File: src/stepper_otp_pkg.sv
/*
 * Constants, types and helpers shared by the stepper drive and configuration store.
 * Assumes a 100 MHz system clock and a six-bit configuration bit address space.
 */
package stepper_otp_pkg;

    localparam int CFG_ADDR_W = 6;
    localparam int CFG_BITS = 64;
    localparam int DIV_W = 12;
    localparam int PULSE_W = 24;

    ////////////////////////////////////////////////////////////////////////////////
    // Configuration bit addresses; fields put their least significant bit lowest.

    localparam logic [CFG_ADDR_W-1:0] ADDR_CONFIG_LOCK = 6'h00;
    localparam logic [CFG_ADDR_W-1:0] ADDR_CLOCK_RANGE = 6'h01;
    localparam logic [CFG_ADDR_W-1:0] ADDR_LONG_PULSE = 6'h02;
    localparam logic [CFG_ADDR_W-1:0] ADDR_LED_SCALE = 6'h03;
    localparam logic [CFG_ADDR_W-1:0] ADDR_EXTRA_GAIN = 6'h04;
    localparam logic [CFG_ADDR_W-1:0] ADDR_SENSOR_TYPE = 6'h05;
    localparam logic [CFG_ADDR_W-1:0] ADDR_STEPPER_RATIO = 6'h0E;
    localparam int SENSOR_TYPE_W = 2;
    localparam int STEPPER_RATIO_W = 2;

    ////////////////////////////////////////////////////////////////////////////////
    // Command byte layout: value, permanent flag, bit address.

    localparam int CMD_VALUE_BIT = 7;
    localparam int CMD_PERM_BIT = 6;
    localparam logic [CFG_BITS-1:0] CFG_RESET = 64'h0000_0000_0000_0000;

    typedef enum logic [1:0] {
        CMD_IDLE = 2'b00,
        CMD_WRITE = 2'b01,
        CMD_LOCKED = 2'b10
    } cmd_state_t;

    ////////////////////////////////////////////////////////////////////////////////
    // Divisors of the active-energy pulse rate.

    localparam logic [DIV_W-1:0] DIV_S0 = 12'h040;
    localparam logic [DIV_W-1:0] DIV_S1 = 12'h080;
    localparam logic [DIV_W-1:0] DIV_S2 = 12'h020;
    localparam logic [DIV_W-1:0] DIV_S3 = 12'h100;
    localparam logic [DIV_W-1:0] DIV_L0 = 12'h280;
    localparam logic [DIV_W-1:0] DIV_L1 = 12'h500;
    localparam logic [DIV_W-1:0] DIV_L2 = 12'h140;
    localparam logic [DIV_W-1:0] DIV_L3 = 12'hA00;

    ////////////////////////////////////////////////////////////////////////////////
    // Pulse widths.

    localparam real CLK_PERIOD_NS = 10.0;
    localparam real SHORT_PULSE_MS = 31.25;
    localparam real LONG_PULSE_MS = 156.25;
    localparam int SHORT_PULSE_CYCLES = int'($floor(SHORT_PULSE_MS * 1.0e6 / CLK_PERIOD_NS));
    localparam int LONG_PULSE_CYCLES = int'($floor(LONG_PULSE_MS * 1.0e6 / CLK_PERIOD_NS));

    function automatic logic [DIV_W-1:0] ratio_divisor(input logic long_sel,
                                                      input logic [1:0] ratio);
        logic [DIV_W-1:0] d;
        d = DIV_S0;
        unique case ({long_sel, ratio})
            3'h0: d = DIV_S0;
            3'h1: d = DIV_S1;
            3'h2: d = DIV_S2;
            3'h3: d = DIV_S3;
            3'h4: d = DIV_L0;
            3'h5: d = DIV_L1;
            3'h6: d = DIV_L2;
            3'h7: d = DIV_L3;
        endcase
        return d;
    endfunction : ratio_divisor

endpackage : stepper_otp_pkg

File: src/otp_bit_store.sv
/*
 * Sixty-four configuration bits, each a volatile shadow latch paired with an antifuse.
 * Assumes the caller refuses writes once the lock antifuse is set.
 */
`timescale 1ns/1ns
module otp_bit_store
    import stepper_otp_pkg::*;
(
    input wire logic clk_i,
    input wire logic rst_n_i,
    input wire logic ce_i,
    input wire logic wr_en_i,
    input wire logic [stepper_otp_pkg::CFG_ADDR_W-1:0] wr_addr_i,
    input wire logic wr_value_i,
    input wire logic wr_perm_i,
    input wire logic read_shadow_i,
    output logic [stepper_otp_pkg::CFG_BITS-1:0] cfg_o,
    output logic lock_fuse_o
);
    import stepper_otp_pkg::*;

    logic [CFG_BITS-1:0] shadow;
    logic [CFG_BITS-1:0] fuse;

    // Shadow latches are rewritable and cleared by every reset.
    always_ff @(posedge clk_i or negedge rst_n_i)
    begin
        if (!rst_n_i)
            shadow <= CFG_RESET;
        else if (ce_i && wr_en_i && !wr_perm_i)
            shadow[wr_addr_i] <= wr_value_i;
    end

    // An antifuse goes only from low to high; a written bit stays until reset clears it.
    always_ff @(posedge clk_i or negedge rst_n_i)
    begin
        if (!rst_n_i)
            fuse <= CFG_RESET;
        else if (ce_i && wr_en_i && wr_perm_i && wr_value_i)
            fuse[wr_addr_i] <= 1'b1;
    end

    always_ff @(posedge clk_i or negedge rst_n_i)
    begin
        if (!rst_n_i)
        begin
            cfg_o <= CFG_RESET;
            lock_fuse_o <= 1'b0;
        end
        else if (ce_i)
        begin
            cfg_o <= (read_shadow_i && !fuse[ADDR_CONFIG_LOCK]) ? shadow : fuse;
            // Raised in the cycle the lock antifuse is written, so the next strobe is refused.
            lock_fuse_o <= fuse[ADDR_CONFIG_LOCK]
                || (wr_en_i && wr_perm_i && wr_value_i && wr_addr_i == ADDR_CONFIG_LOCK);
        end
    end

endmodule : otp_bit_store

File: src/pulse_stretch.sv
/*
 * Mono-flop: a trigger starts a high pulse of a given number of cycles.
 * Assumes triggers are one-cycle pulses; triggers during a pulse are ignored.
 */
`timescale 1ns/1ns
module pulse_stretch #(
    parameter int CNT_W = 24
) (
    input wire logic clk_i,
    input wire logic rst_n_i,
    input wire logic ce_i,
    input wire logic trigger_i,
    input wire logic [CNT_W-1:0] length_i,
    output logic pulse_o
);

    logic [CNT_W-1:0] remain;

    always_ff @(posedge clk_i or negedge rst_n_i)
    begin
        if (!rst_n_i)
        begin
            remain <= '0;
            pulse_o <= 1'b0;
        end
        else if (ce_i)
        begin
            if (!pulse_o && trigger_i)
            begin
                remain <= length_i - 1'b1;
                pulse_o <= 1'b1;
            end
            else if (pulse_o)
            begin
                if (remain == '0)
                    pulse_o <= 1'b0;
                remain <= (remain == '0) ? '0 : remain - 1'b1;
            end
        end
    end

endmodule : pulse_stretch

File: src/stepper_drive_otp_config.sv
/*
 * Stepper drive and LED output derived from the active-energy pulse, steered by
 * a configuration store of shadow latches and antifuses written by byte commands.
 * Assumes all inputs come from logic on clk_i and command bytes are one-cycle strobes.
 */
// Functional notes
// - Phase signals come from the energy pulse via divider, decoder, mono-flop, to motor pins.
// - Stepper pulse width is 31.25 ms, or 156.25 ms with long-pulse select set.
// - Divide ratio 64,128,32,256 by ratio code; ten times larger with long pulses.
// - Divided pulses alternate between the two phases, each at half rate.
// - Negative power inverts both motor pin outputs to reverse the motor.
// - No-load holds both motor pins low.
// - Every shadow latch clears on reset.
// - Each bit is a shadow latch plus antifuse; blank antifuse reads low.
// - A written antifuse holds until reset clears it; shadow latches rewrite freely.
// - Read-source set selects shadow latches, cleared selects antifuses.
// - Once the lock antifuse is set, all commands are refused, shadows unused.
// - Lock bit at address 0: low allows test mode, high normal; only its antifuse, not its shadow latch, stops writes.
// - Clock-range bit at address 1: low means 4 MHz range, high 8 MHz.
// - LED scale bit at address 3: low passes P, high divides by ratio code.
// - Sensor-type field at addresses 5-6 picks sensor kind; extra-gain raises gains.
// - Stepper ratio field sits at addresses 14 and 15.
`timescale 1ns/1ns
module stepper_drive_otp_config
    import stepper_otp_pkg::*;
#(
    parameter int SHORT_CYCLES = stepper_otp_pkg::SHORT_PULSE_CYCLES,
    parameter int LONG_CYCLES = stepper_otp_pkg::LONG_PULSE_CYCLES
) (
    input wire logic clk_i,
    input wire logic rst_n_i,
    input wire logic ce_i,
    input wire logic active_energy_pulse_i,
    input wire logic power_negative_i,
    input wire logic no_load_i,
    input wire logic read_source_i,
    input wire logic cmd_valid_i,
    input wire logic [7:0] cmd_byte_i,
    output logic motor_pos_pin_o,
    output logic motor_neg_pin_o,
    output logic led_pin_o,
    output logic config_lock_o,
    output logic test_mode_o,
    output logic clock_range_select_o,
    output logic led_scale_select_o,
    output logic long_pulse_select_o,
    output logic extra_gain_o,
    output logic [stepper_otp_pkg::SENSOR_TYPE_W-1:0] sensor_type_select_o,
    output logic [stepper_otp_pkg::STEPPER_RATIO_W-1:0] stepper_ratio_select_o,
    output logic cmd_accepted_o,
    output logic cmd_refused_o
);
    import stepper_otp_pkg::*;

    localparam logic [PULSE_W-1:0] SHORT_LEN = PULSE_W'(SHORT_CYCLES);
    localparam logic [PULSE_W-1:0] LONG_LEN = PULSE_W'(LONG_CYCLES);

    ////////////////////////////////////////////////////////////////////////////////
    // Command handling.

    cmd_state_t state;
    cmd_state_t next_state;
    logic [7:0] cmd_hold;
    logic wr_en;
    logic [CFG_BITS-1:0] cfg;
    logic lock_fuse;

    always_comb
    begin
        next_state = state;
        unique case (state)
            CMD_IDLE:
            begin
                if (lock_fuse)
                    next_state = CMD_LOCKED;
                else if (cmd_valid_i)
                    next_state = CMD_WRITE;
            end
            CMD_WRITE:
                next_state = CMD_IDLE;
            CMD_LOCKED:
                next_state = CMD_LOCKED;
            default:
                next_state = CMD_IDLE;
        endcase
    end

    always_ff @(posedge clk_i or negedge rst_n_i)
    begin
        if (!rst_n_i)
            state <= CMD_IDLE;
        else if (ce_i)
            state <= next_state;
    end

    always_ff @(posedge clk_i or negedge rst_n_i)
    begin
        if (!rst_n_i)
            cmd_hold <= 8'h00;
        else if (ce_i && state == CMD_IDLE && cmd_valid_i && !lock_fuse)
            cmd_hold <= cmd_byte_i;
    end

    assign wr_en = (state == CMD_WRITE);

    // A command seen while locked, or while a write is still in progress, is refused.
    always_ff @(posedge clk_i or negedge rst_n_i)
    begin
        if (!rst_n_i)
        begin
            cmd_accepted_o <= 1'b0;
            cmd_refused_o <= 1'b0;
        end
        else if (ce_i)
        begin
            cmd_accepted_o <= cmd_valid_i && state == CMD_IDLE && !lock_fuse;
            cmd_refused_o <= cmd_valid_i && (state != CMD_IDLE || lock_fuse);
        end
    end

    otp_bit_store u_store (
        .clk_i(clk_i),
        .rst_n_i(rst_n_i),
        .ce_i(ce_i),
        .wr_en_i(wr_en),
        .wr_addr_i(cmd_hold[CFG_ADDR_W-1:0]),
        .wr_value_i(cmd_hold[CMD_VALUE_BIT]),
        .wr_perm_i(cmd_hold[CMD_PERM_BIT]),
        .read_shadow_i(read_source_i),
        .cfg_o(cfg),
        .lock_fuse_o(lock_fuse)
    );

    ////////////////////////////////////////////////////////////////////////////////
    // Decoded configuration fields.

    logic lock_sel;
    logic long_sel;
    logic led_scale;
    logic [STEPPER_RATIO_W-1:0] ratio_sel;

    assign lock_sel = cfg[ADDR_CONFIG_LOCK];
    assign long_sel = cfg[ADDR_LONG_PULSE];
    assign led_scale = cfg[ADDR_LED_SCALE];
    assign ratio_sel = cfg[ADDR_STEPPER_RATIO +: STEPPER_RATIO_W];

    always_ff @(posedge clk_i or negedge rst_n_i)
    begin
        if (!rst_n_i)
        begin
            config_lock_o <= 1'b0;
            test_mode_o <= 1'b1;
            clock_range_select_o <= 1'b0;
            led_scale_select_o <= 1'b0;
            long_pulse_select_o <= 1'b0;
            extra_gain_o <= 1'b0;
            sensor_type_select_o <= '0;
            stepper_ratio_select_o <= '0;
        end
        else if (ce_i)
        begin
            config_lock_o <= lock_sel;
            test_mode_o <= !lock_sel;
            clock_range_select_o <= cfg[ADDR_CLOCK_RANGE];
            led_scale_select_o <= led_scale;
            long_pulse_select_o <= long_sel;
            extra_gain_o <= cfg[ADDR_EXTRA_GAIN];
            sensor_type_select_o <= cfg[ADDR_SENSOR_TYPE +: SENSOR_TYPE_W];
            stepper_ratio_select_o <= ratio_sel;
        end
    end

    ////////////////////////////////////////////////////////////////////////////////
    // Energy pulse edge detection.

    logic energy_q;
    logic energy_rise;

    always_ff @(posedge clk_i or negedge rst_n_i)
    begin
        if (!rst_n_i)
            energy_q <= 1'b0;
        else if (ce_i)
            energy_q <= active_energy_pulse_i;
    end

    assign energy_rise = active_energy_pulse_i && !energy_q;

    ////////////////////////////////////////////////////////////////////////////////
    // Stepper divider; a change of divisor restarts the count so it never overruns.

    logic [DIV_W-1:0] motor_div;
    logic [DIV_W-1:0] motor_div_q;
    logic [DIV_W-1:0] motor_cnt;
    logic motor_tick;

    assign motor_div = ratio_divisor(long_sel, ratio_sel);

    always_ff @(posedge clk_i or negedge rst_n_i)
    begin
        if (!rst_n_i)
        begin
            motor_cnt <= '0;
            motor_div_q <= DIV_S0;
            motor_tick <= 1'b0;
        end
        else if (ce_i)
        begin
            motor_div_q <= motor_div;
            motor_tick <= 1'b0;
            if (motor_div != motor_div_q)
                motor_cnt <= '0;
            else if (energy_rise)
            begin
                if (motor_cnt == motor_div - 1'b1)
                begin
                    motor_cnt <= '0;
                    motor_tick <= 1'b1;
                end
                else
                    motor_cnt <= motor_cnt + 1'b1;
            end
        end
    end

    ////////////////////////////////////////////////////////////////////////////////
    // Decoder: divided pulses go to phase A and phase B in turn.

    logic phase_sel;
    logic trig_a;
    logic trig_b;
    logic stepper_phase_a;
    logic stepper_phase_b;
    logic [PULSE_W-1:0] motor_len;

    always_ff @(posedge clk_i or negedge rst_n_i)
    begin
        if (!rst_n_i)
            phase_sel <= 1'b0;
        else if (ce_i && motor_tick)
            phase_sel <= !phase_sel;
    end

    assign trig_a = motor_tick && !phase_sel;
    assign trig_b = motor_tick && phase_sel;
    assign motor_len = long_sel ? LONG_LEN : SHORT_LEN;

    pulse_stretch #(
        .CNT_W(PULSE_W)
    ) u_mono_a (
        .clk_i(clk_i),
        .rst_n_i(rst_n_i),
        .ce_i(ce_i),
        .trigger_i(trig_a),
        .length_i(motor_len),
        .pulse_o(stepper_phase_a)
    );

    pulse_stretch #(
        .CNT_W(PULSE_W)
    ) u_mono_b (
        .clk_i(clk_i),
        .rst_n_i(rst_n_i),
        .ce_i(ce_i),
        .trigger_i(trig_b),
        .length_i(motor_len),
        .pulse_o(stepper_phase_b)
    );

    ////////////////////////////////////////////////////////////////////////////////
    // Motor pins; no-load takes priority over the direction inversion.

    always_ff @(posedge clk_i or negedge rst_n_i)
    begin
        if (!rst_n_i)
        begin
            motor_pos_pin_o <= 1'b0;
            motor_neg_pin_o <= 1'b0;
        end
        else if (ce_i)
        begin
            if (no_load_i)
            begin
                motor_pos_pin_o <= 1'b0;
                motor_neg_pin_o <= 1'b0;
            end
            else
            begin
                motor_pos_pin_o <= stepper_phase_a ^ power_negative_i;
                motor_neg_pin_o <= stepper_phase_b ^ power_negative_i;
            end
        end
    end

    ////////////////////////////////////////////////////////////////////////////////
    // LED output: full rate, or divided with fixed-width pulses when scaled.

    logic [DIV_W-1:0] led_div;
    logic [DIV_W-1:0] led_div_q;
    logic [DIV_W-1:0] led_cnt;
    logic led_tick;
    logic led_pulse;

    assign led_div = ratio_divisor(1'b0, ratio_sel);

    always_ff @(posedge clk_i or negedge rst_n_i)
    begin
        if (!rst_n_i)
        begin
            led_cnt <= '0;
            led_div_q <= DIV_S0;
            led_tick <= 1'b0;
        end
        else if (ce_i)
        begin
            led_div_q <= led_div;
            led_tick <= 1'b0;
            if (led_div != led_div_q || !led_scale)
                led_cnt <= '0;
            else if (energy_rise)
            begin
                if (led_cnt == led_div - 1'b1)
                begin
                    led_cnt <= '0;
                    led_tick <= 1'b1;
                end
                else
                    led_cnt <= led_cnt + 1'b1;
            end
        end
    end

    pulse_stretch #(
        .CNT_W(PULSE_W)
    ) u_mono_led (
        .clk_i(clk_i),
        .rst_n_i(rst_n_i),
        .ce_i(ce_i),
        .trigger_i(led_tick),
        .length_i(SHORT_LEN),
        .pulse_o(led_pulse)
    );

    always_ff @(posedge clk_i or negedge rst_n_i)
    begin
        if (!rst_n_i)
            led_pin_o <= 1'b0;
        else if (ce_i)
            led_pin_o <= led_scale ? led_pulse : active_energy_pulse_i;
    end

endmodule : stepper_drive_otp_config

File: config.mk
export PLATFORM = sky130hd
export DESIGN_NAME = stepper_drive_otp_config
export DESIGN_NICKNAME = d
export VERILOG_FILES = /design/src/stepper_otp_pkg.sv /design/src/otp_bit_store.sv /design/src/pulse_stretch.sv /design/src/stepper_drive_otp_config.sv
export SDC_FILE = /design/constraint.sdc
export NUM_CORES = 1
export LEC_CHECK = 0
export CORE_MARGIN = 2
export CORE_UTILIZATION = 50
export DETAILED_ROUTE_END_ITERATION = 7
export DONT_BUFFER_PORTS = 1
export HOLD_SLACK_MARGIN = 0.02
export PLACE_DENSITY = 0.7
export SLEW_MARGIN = 15
export SYNTH_ARGS = -nofsm -noshare
export SYNTH_HDL_FRONTEND = slang
export SYNTH_HIERARCHICAL = 1
export SYNTH_SLANG_ARGS = --single-unit
File: constraint.sdc
create_clock -name clk_i -period 3.4 [get_ports clk_i]
set_input_delay 0.17 -clock clk_i [delete_from_list [all_inputs] [get_ports clk_i]]
set_output_delay 0.17 -clock clk_i [all_outputs]
set_load 0.02 [all_outputs]
======== After elaboration in Yosys (flattened, before gate mapping) ========
Memories as Yosys holds them, arrays and structs flattened.
Cells that the tools add are included.
word-level totals
  bits in registers ....................... 297
  memories ................................ 1
  output and inout port bits .............. 15
  input port bits ......................... 16
  memory bits (read-only) ................. 56
operators by class
  $lt $le $gt $ge ......................... 2
  reductions and logical operators ........ 53
  bitwise gates (word level) .............. 3
  equal/unequal tests ..................... 10
  $add $sub $neg .......................... 8
  multiplexer cells ....................... 42
memory list
  name              depth  width  read ports  clocked after memory_dff  wr ports  RTL line               source
  (name not given)  8      7      1           0                         0         stepper_otp_pkg.sv:63  unique case ({long_sel, ratio})
operators with widths
  cell                   count
  $mux 24                10
  $sub 24x1->24 const B  4
  $logic_not 24->1       3
  $mux 12                6
  $bwmux 64              1
  $or 64x64->64          1
  $pmux 12 s4            1
  $add 12x1->12 const B  2
  $eq 12x12->1           2
  $ne 12x12->1           2
  $sub 12x1->12 const B  2
  $logic_and 1x1->1      22
  $mux 1                 19
  $mux 16                1
  $reduce_and 2->1       6
  $reduce_bool 2->1      6
  $logic_not 1->1        10
  $lt 6x7->1 const B     1
  $demux 1 s6            1
  $eq 2x2->1 const B     3
  $ge 6x1->1 const B     1
  $logic_not 6->1        1
  $eq 2x1->1 const B     2
  $logic_not 2->1        2
  5 further kinds        9

======== Logic depth before layout (Yosys ltp) ========
  depth after elaboration ................. 7
  depth in mapped cells ................... 13
  mapped depth without buffers ............ 11

======== Cells and area by module ========
Netlist, hierarchy kept.
by module, submodules not included
  module                    instances  cells each  area an instance (µm²)
  otp_bit_store             1          681         8165.3
  pulse_stretch             3          264         2142.1
  stepper_drive_otp_config  1          342         3469.6

======== Worst setup path before layout ========
Ideal clock, no wire load.
  kind .................................... reg-to-reg
  from .................................... reg u_store/cfg_o[2] (netlist name)
  to ...................................... reg motor_cnt[8]
  setup slack ............................. 0.428 ns
  cell stages (with the launch flop) ...... 12
  clock period less this slack ............ 2.972 ns
  setup time .............................. 0.133 ns
  arrival time ............................ 2.840 ns
  buffers on the path ..................... 3
  cell sequence ........................... dfrtp_1 > buf_4 > clkbuf_1 > mux2i_1 > ha_1 > xor2_1 > nand3_1 > nor4_2 > nand4_2 > buf_6 > a32oi_1 > o41ai_1
on the way
  word-level cells in the longest chain between the ends .. 6
ends and longest elaborated chain
  element                   RTL line                         source
  start: declaration        otp_bit_store.sv:17              output logic [stepper_otp_pkg::CFG_BITS-1:0] cfg_o,
  start signal: assignment  otp_bit_store.sv:52              cfg_o <= (read_shadow_i && !fuse[ADDR_CONFIG_LOCK]) ? shadow : fuse;
  $mem_v2 8x7 *             --
  $sub 12x1->12             stepper_drive_otp_config.sv:215  if (motor_cnt == motor_div - 1'b1)
  $eq 12x12->1              stepper_drive_otp_config.sv:215
  $mux 12                   stepper_drive_otp_config.sv:215
  $mux 12                   stepper_drive_otp_config.sv:213  else if (energy_rise)
  $mux 12                   stepper_drive_otp_config.sv:211  if (motor_div != motor_div_q)
  end signal: assignment    stepper_drive_otp_config.sv:221  motor_cnt <= motor_cnt + 1'b1;
  end: declaration          stepper_drive_otp_config.sv:194  logic [DIV_W-1:0] motor_cnt;
Mark *: on every way between the ends. The rest lies on a longest branch, timed or not. The select of a mux whose other input is x is not followed.
A chain may end at the register's enable or synchronous reset.

======== Worst setup path after layout ========
  from .................................... reg u_store/cfg_o[14] (netlist name)
  to ...................................... reg motor_cnt[5]
The elaborated chain is that of the path after synthesis.

==> flow_summary.json <==
{
  "grt_first_pass_wirelength_um": 47900,
  "setup_viol": 0,
  "vdd_ir_drop_max_v": 0.000528,
  "crit_path_end_kind": "flip-flop",
  "postRouteAntennaNets": 0,
  "min_path_type": "in -> async",
  "hold_viol_final": 167,
  "htree_num_levels": 4,
  "dp_hpwl_um": 18800,
  "fin_total_pwr_mw": 5.15,
  "power_frac_clock_pct": 38.6,
  "first_pass_iters": 6,
  "worstPathRequired_ns": 3.70,
  "avgViaCountPerCell": 5.63,
  "rows": 55,
  "grt_overflow_total": 0,
  "slew_headroom_pct": 44.0,
  "clockBufferDepth": 2,
  "start_util_pct": 50.6,
  "cts_tree": "yes",
  "tightest_slew_ns": 0.835,
  "antenna_found_initial": 0,
  "syn_area_per_cell_um2": 8.90,
  "cts_hold_buf": 16,
  "rsz0062_at_grt": "no",
  "die_x_um": 155,
  "clkSlewWorstSetupHoldPaths_ns": 0.07,
  "die_h_um": 155,
  "port_buffers": 0,
  "final_max_slew_viol_count": 0,
  "crit_fanout": 14,
  "grt_max_degree": 168,
  "worst_setup_path_start_kind": "flip-flop",
  "cts.sinks": 167,
  "power_frac_seq_pct": 47.0,
  "area_growth_pct": 15.9,
  "drive_above_1_share_pct": 9.90,
  "wl_per_cell_um": 15.6,
  "vias": 10100,
  "period_needed_ns": 3.16,
  "insertion_delay_ns": 0.43,
  "cts_root_buf": "clkbuf_16",
  "yosys_warnings": 6,
  "skew_ns": 0.00847,
  "cts_resized": 0,
  "p_switching_mw": 1.58,
  "maxCapViolCount": 0,
  "fmax_ghz": 0.316,
  "place.gp.congestion": 0.864,
  "combPwrFrac_pct": 14.4,
  "wl_um": 28000,
  "drc_errors": 0,
  "whs_ns": -0.570,
  "utilization_pct": 58.7,
  "tns_ns": 0,
  "path_class": "reg -> reg",
  "critPathArrivalTime_ns": 3.46,
  "leakagePower_nw": 5.55,
  "grt_pass1_vias": 9666,
  "syn_area_um2": 11400,
  "sw_frac_of_total_pct": 30.6,
  "drt_iter0_drc": 778,
  "ff2ff_path_depth": 11,
  "core_area_um2": 22400,
  "post_cts_buffers": 0,
  "synthCells": 1276,
  "power.internal_mw": 3.58,
  "diodes": 0,
  "status": "finished with violations",
  "violations": "hold timing",
  "powerDensity_nw_per_um2": 392,
  "cts_made_buffers": 17,
  "fin_nets": 1536,
  "die-area_um2": 23900,
  "finalCritPeriodShare_pct": 92.9,
  "pin_count": 31,
  "track_usage_pct": 24.3
}
==> stage by stage <==
step,std cells,area (µm²),setup WS [ns]
after floorplan,1513,12200,0.428
after global placement,1753,12400,0.492
after detailed placement,1753,12400,0.277
after CTS,1800,13200,0.259
after global routing,1800,13200,0.0381
final,1800,13200,0.240
==> state kept, by name (all words and copies together) (netlist names), 4 cells and up <==
| register | flops |
|---|---|
| cmd_hold | 8 |
| u_mono_a/remain | 24 |
| motor_cnt | 12 |
| u_store/shadow | 9 |
| u_store/cfg_o | 9 |
| motor_div_q | 7 |
| led_div_q | 4 |
| u_store/fuse | 9 |
| led_cnt | 12 |
| u_mono_led/remain | 24 |
| u_mono_b/remain | 24 |
==> metal layers <==
metal | GRT usage [%] | vias up | wire length [µm]
li1 | - | 5018 | -
met1 | 33.3 | 4814 | 13000
met2 | 39.4 | 261 | 13200
met3 | 4.82 | 37 | 1420
met4 | 6.79 | 0 | 439
met5 | 0 | - | 0
==> path summary, 6_finish.rpt <==
| kind | slack, ns | end | from |
|---|---|---|---|
| worst max-delay path | 0.24 | motor_cnt[5]$_DFFE_PN0P_ | u_store/cfg_o[14]$_DFFE_PN0P_ |
| max in group asynchronous | 3.60 | led_div_q[6]$_DFFE_PN1P_ | rst_n_i |
| worst min register to register | 0.46 | test_mode_o$_DFFE_PN1P_ | u_store/cfg_o[0]$_DFFE_PN0P_ |
| min in group clk_i | 0.07 | u_mono_a/remain[18]$_DFFE_PN0P_ | ce_i |
| worst min-delay path | -0.57 | u_mono_b/remain[5]$_DFFE_PN0P_ | rst_n_i |
| worst max register to register | 0.24 | motor_cnt[5]$_DFFE_PN0P_ | u_store/cfg_o[14]$_DFFE_PN0P_ |
==> power groups by stage <==
stage / combinational (mW) / clock (mW) / sequential (mW)
floorplan: 0.720 / 0 / 2.33
global placement: 0.679 / 0 / 2.45
detailed placement: 0.694 / 0 / 2.46
CTS: 0.729 / 2.02 / 2.42
global route: 0.838 / 2.11 / 2.46
finish: 0.743 / 1.99 / 2.42
==> critical path, cell delays in order, from the launching register on <==
cell	delay [ns]
dfrtp_1	0.48
inv_1	0.12
ha_1	0.38
nor2b_1	0.26
inv_1	0.08
ha_1	0.31
xor2_1	0.14
nand3_1	0.11
nor4_2	0.29
nand4_2	0.37
a41oi_1	0.38
mux2i_1	0.11
==> layout by cell type, fill, tap and decap left out, types with 8 or more instances in the layout <==
cell type	count
conb_1	239
dfrtp_1	164
nor2_1	107
nand2_1	81
o21ai_0	61
nand3_1	59
a21oi_1	58
nor4_1	49
nor3_1	43
inv_1	42
or3_1	41
xor2_1	35
xnor2_1	34
mux2_2	32
buf_4	28
mux2i_1	25
or4_1	24
nand4_1	19
or2_2	19
a221o_1	17
ha_1	17
clkbuf_16	17
and3_1	16
a22oi_1	16
o211ai_1	15
dlygate4sd3_1	15
o311ai_0	15
o21ai_1	13
o31ai_1	13
o22ai_1	13
a21o_1	12
nand2b_1	11
nor4b_1	10
a22o_1	9
nor2b_1	8
o2bb2ai_1	8
==> area by class of cell <==
type	count	area (µm²)
fill	2034	9270
multi-input combinational	1231	7480
sequential	167	4180
clock buffer	18	439
timing repair buffer	44	388
tap	285	357
inverter	42	158
clock inverter	13	155
Power figures use the tool's default switching activity.
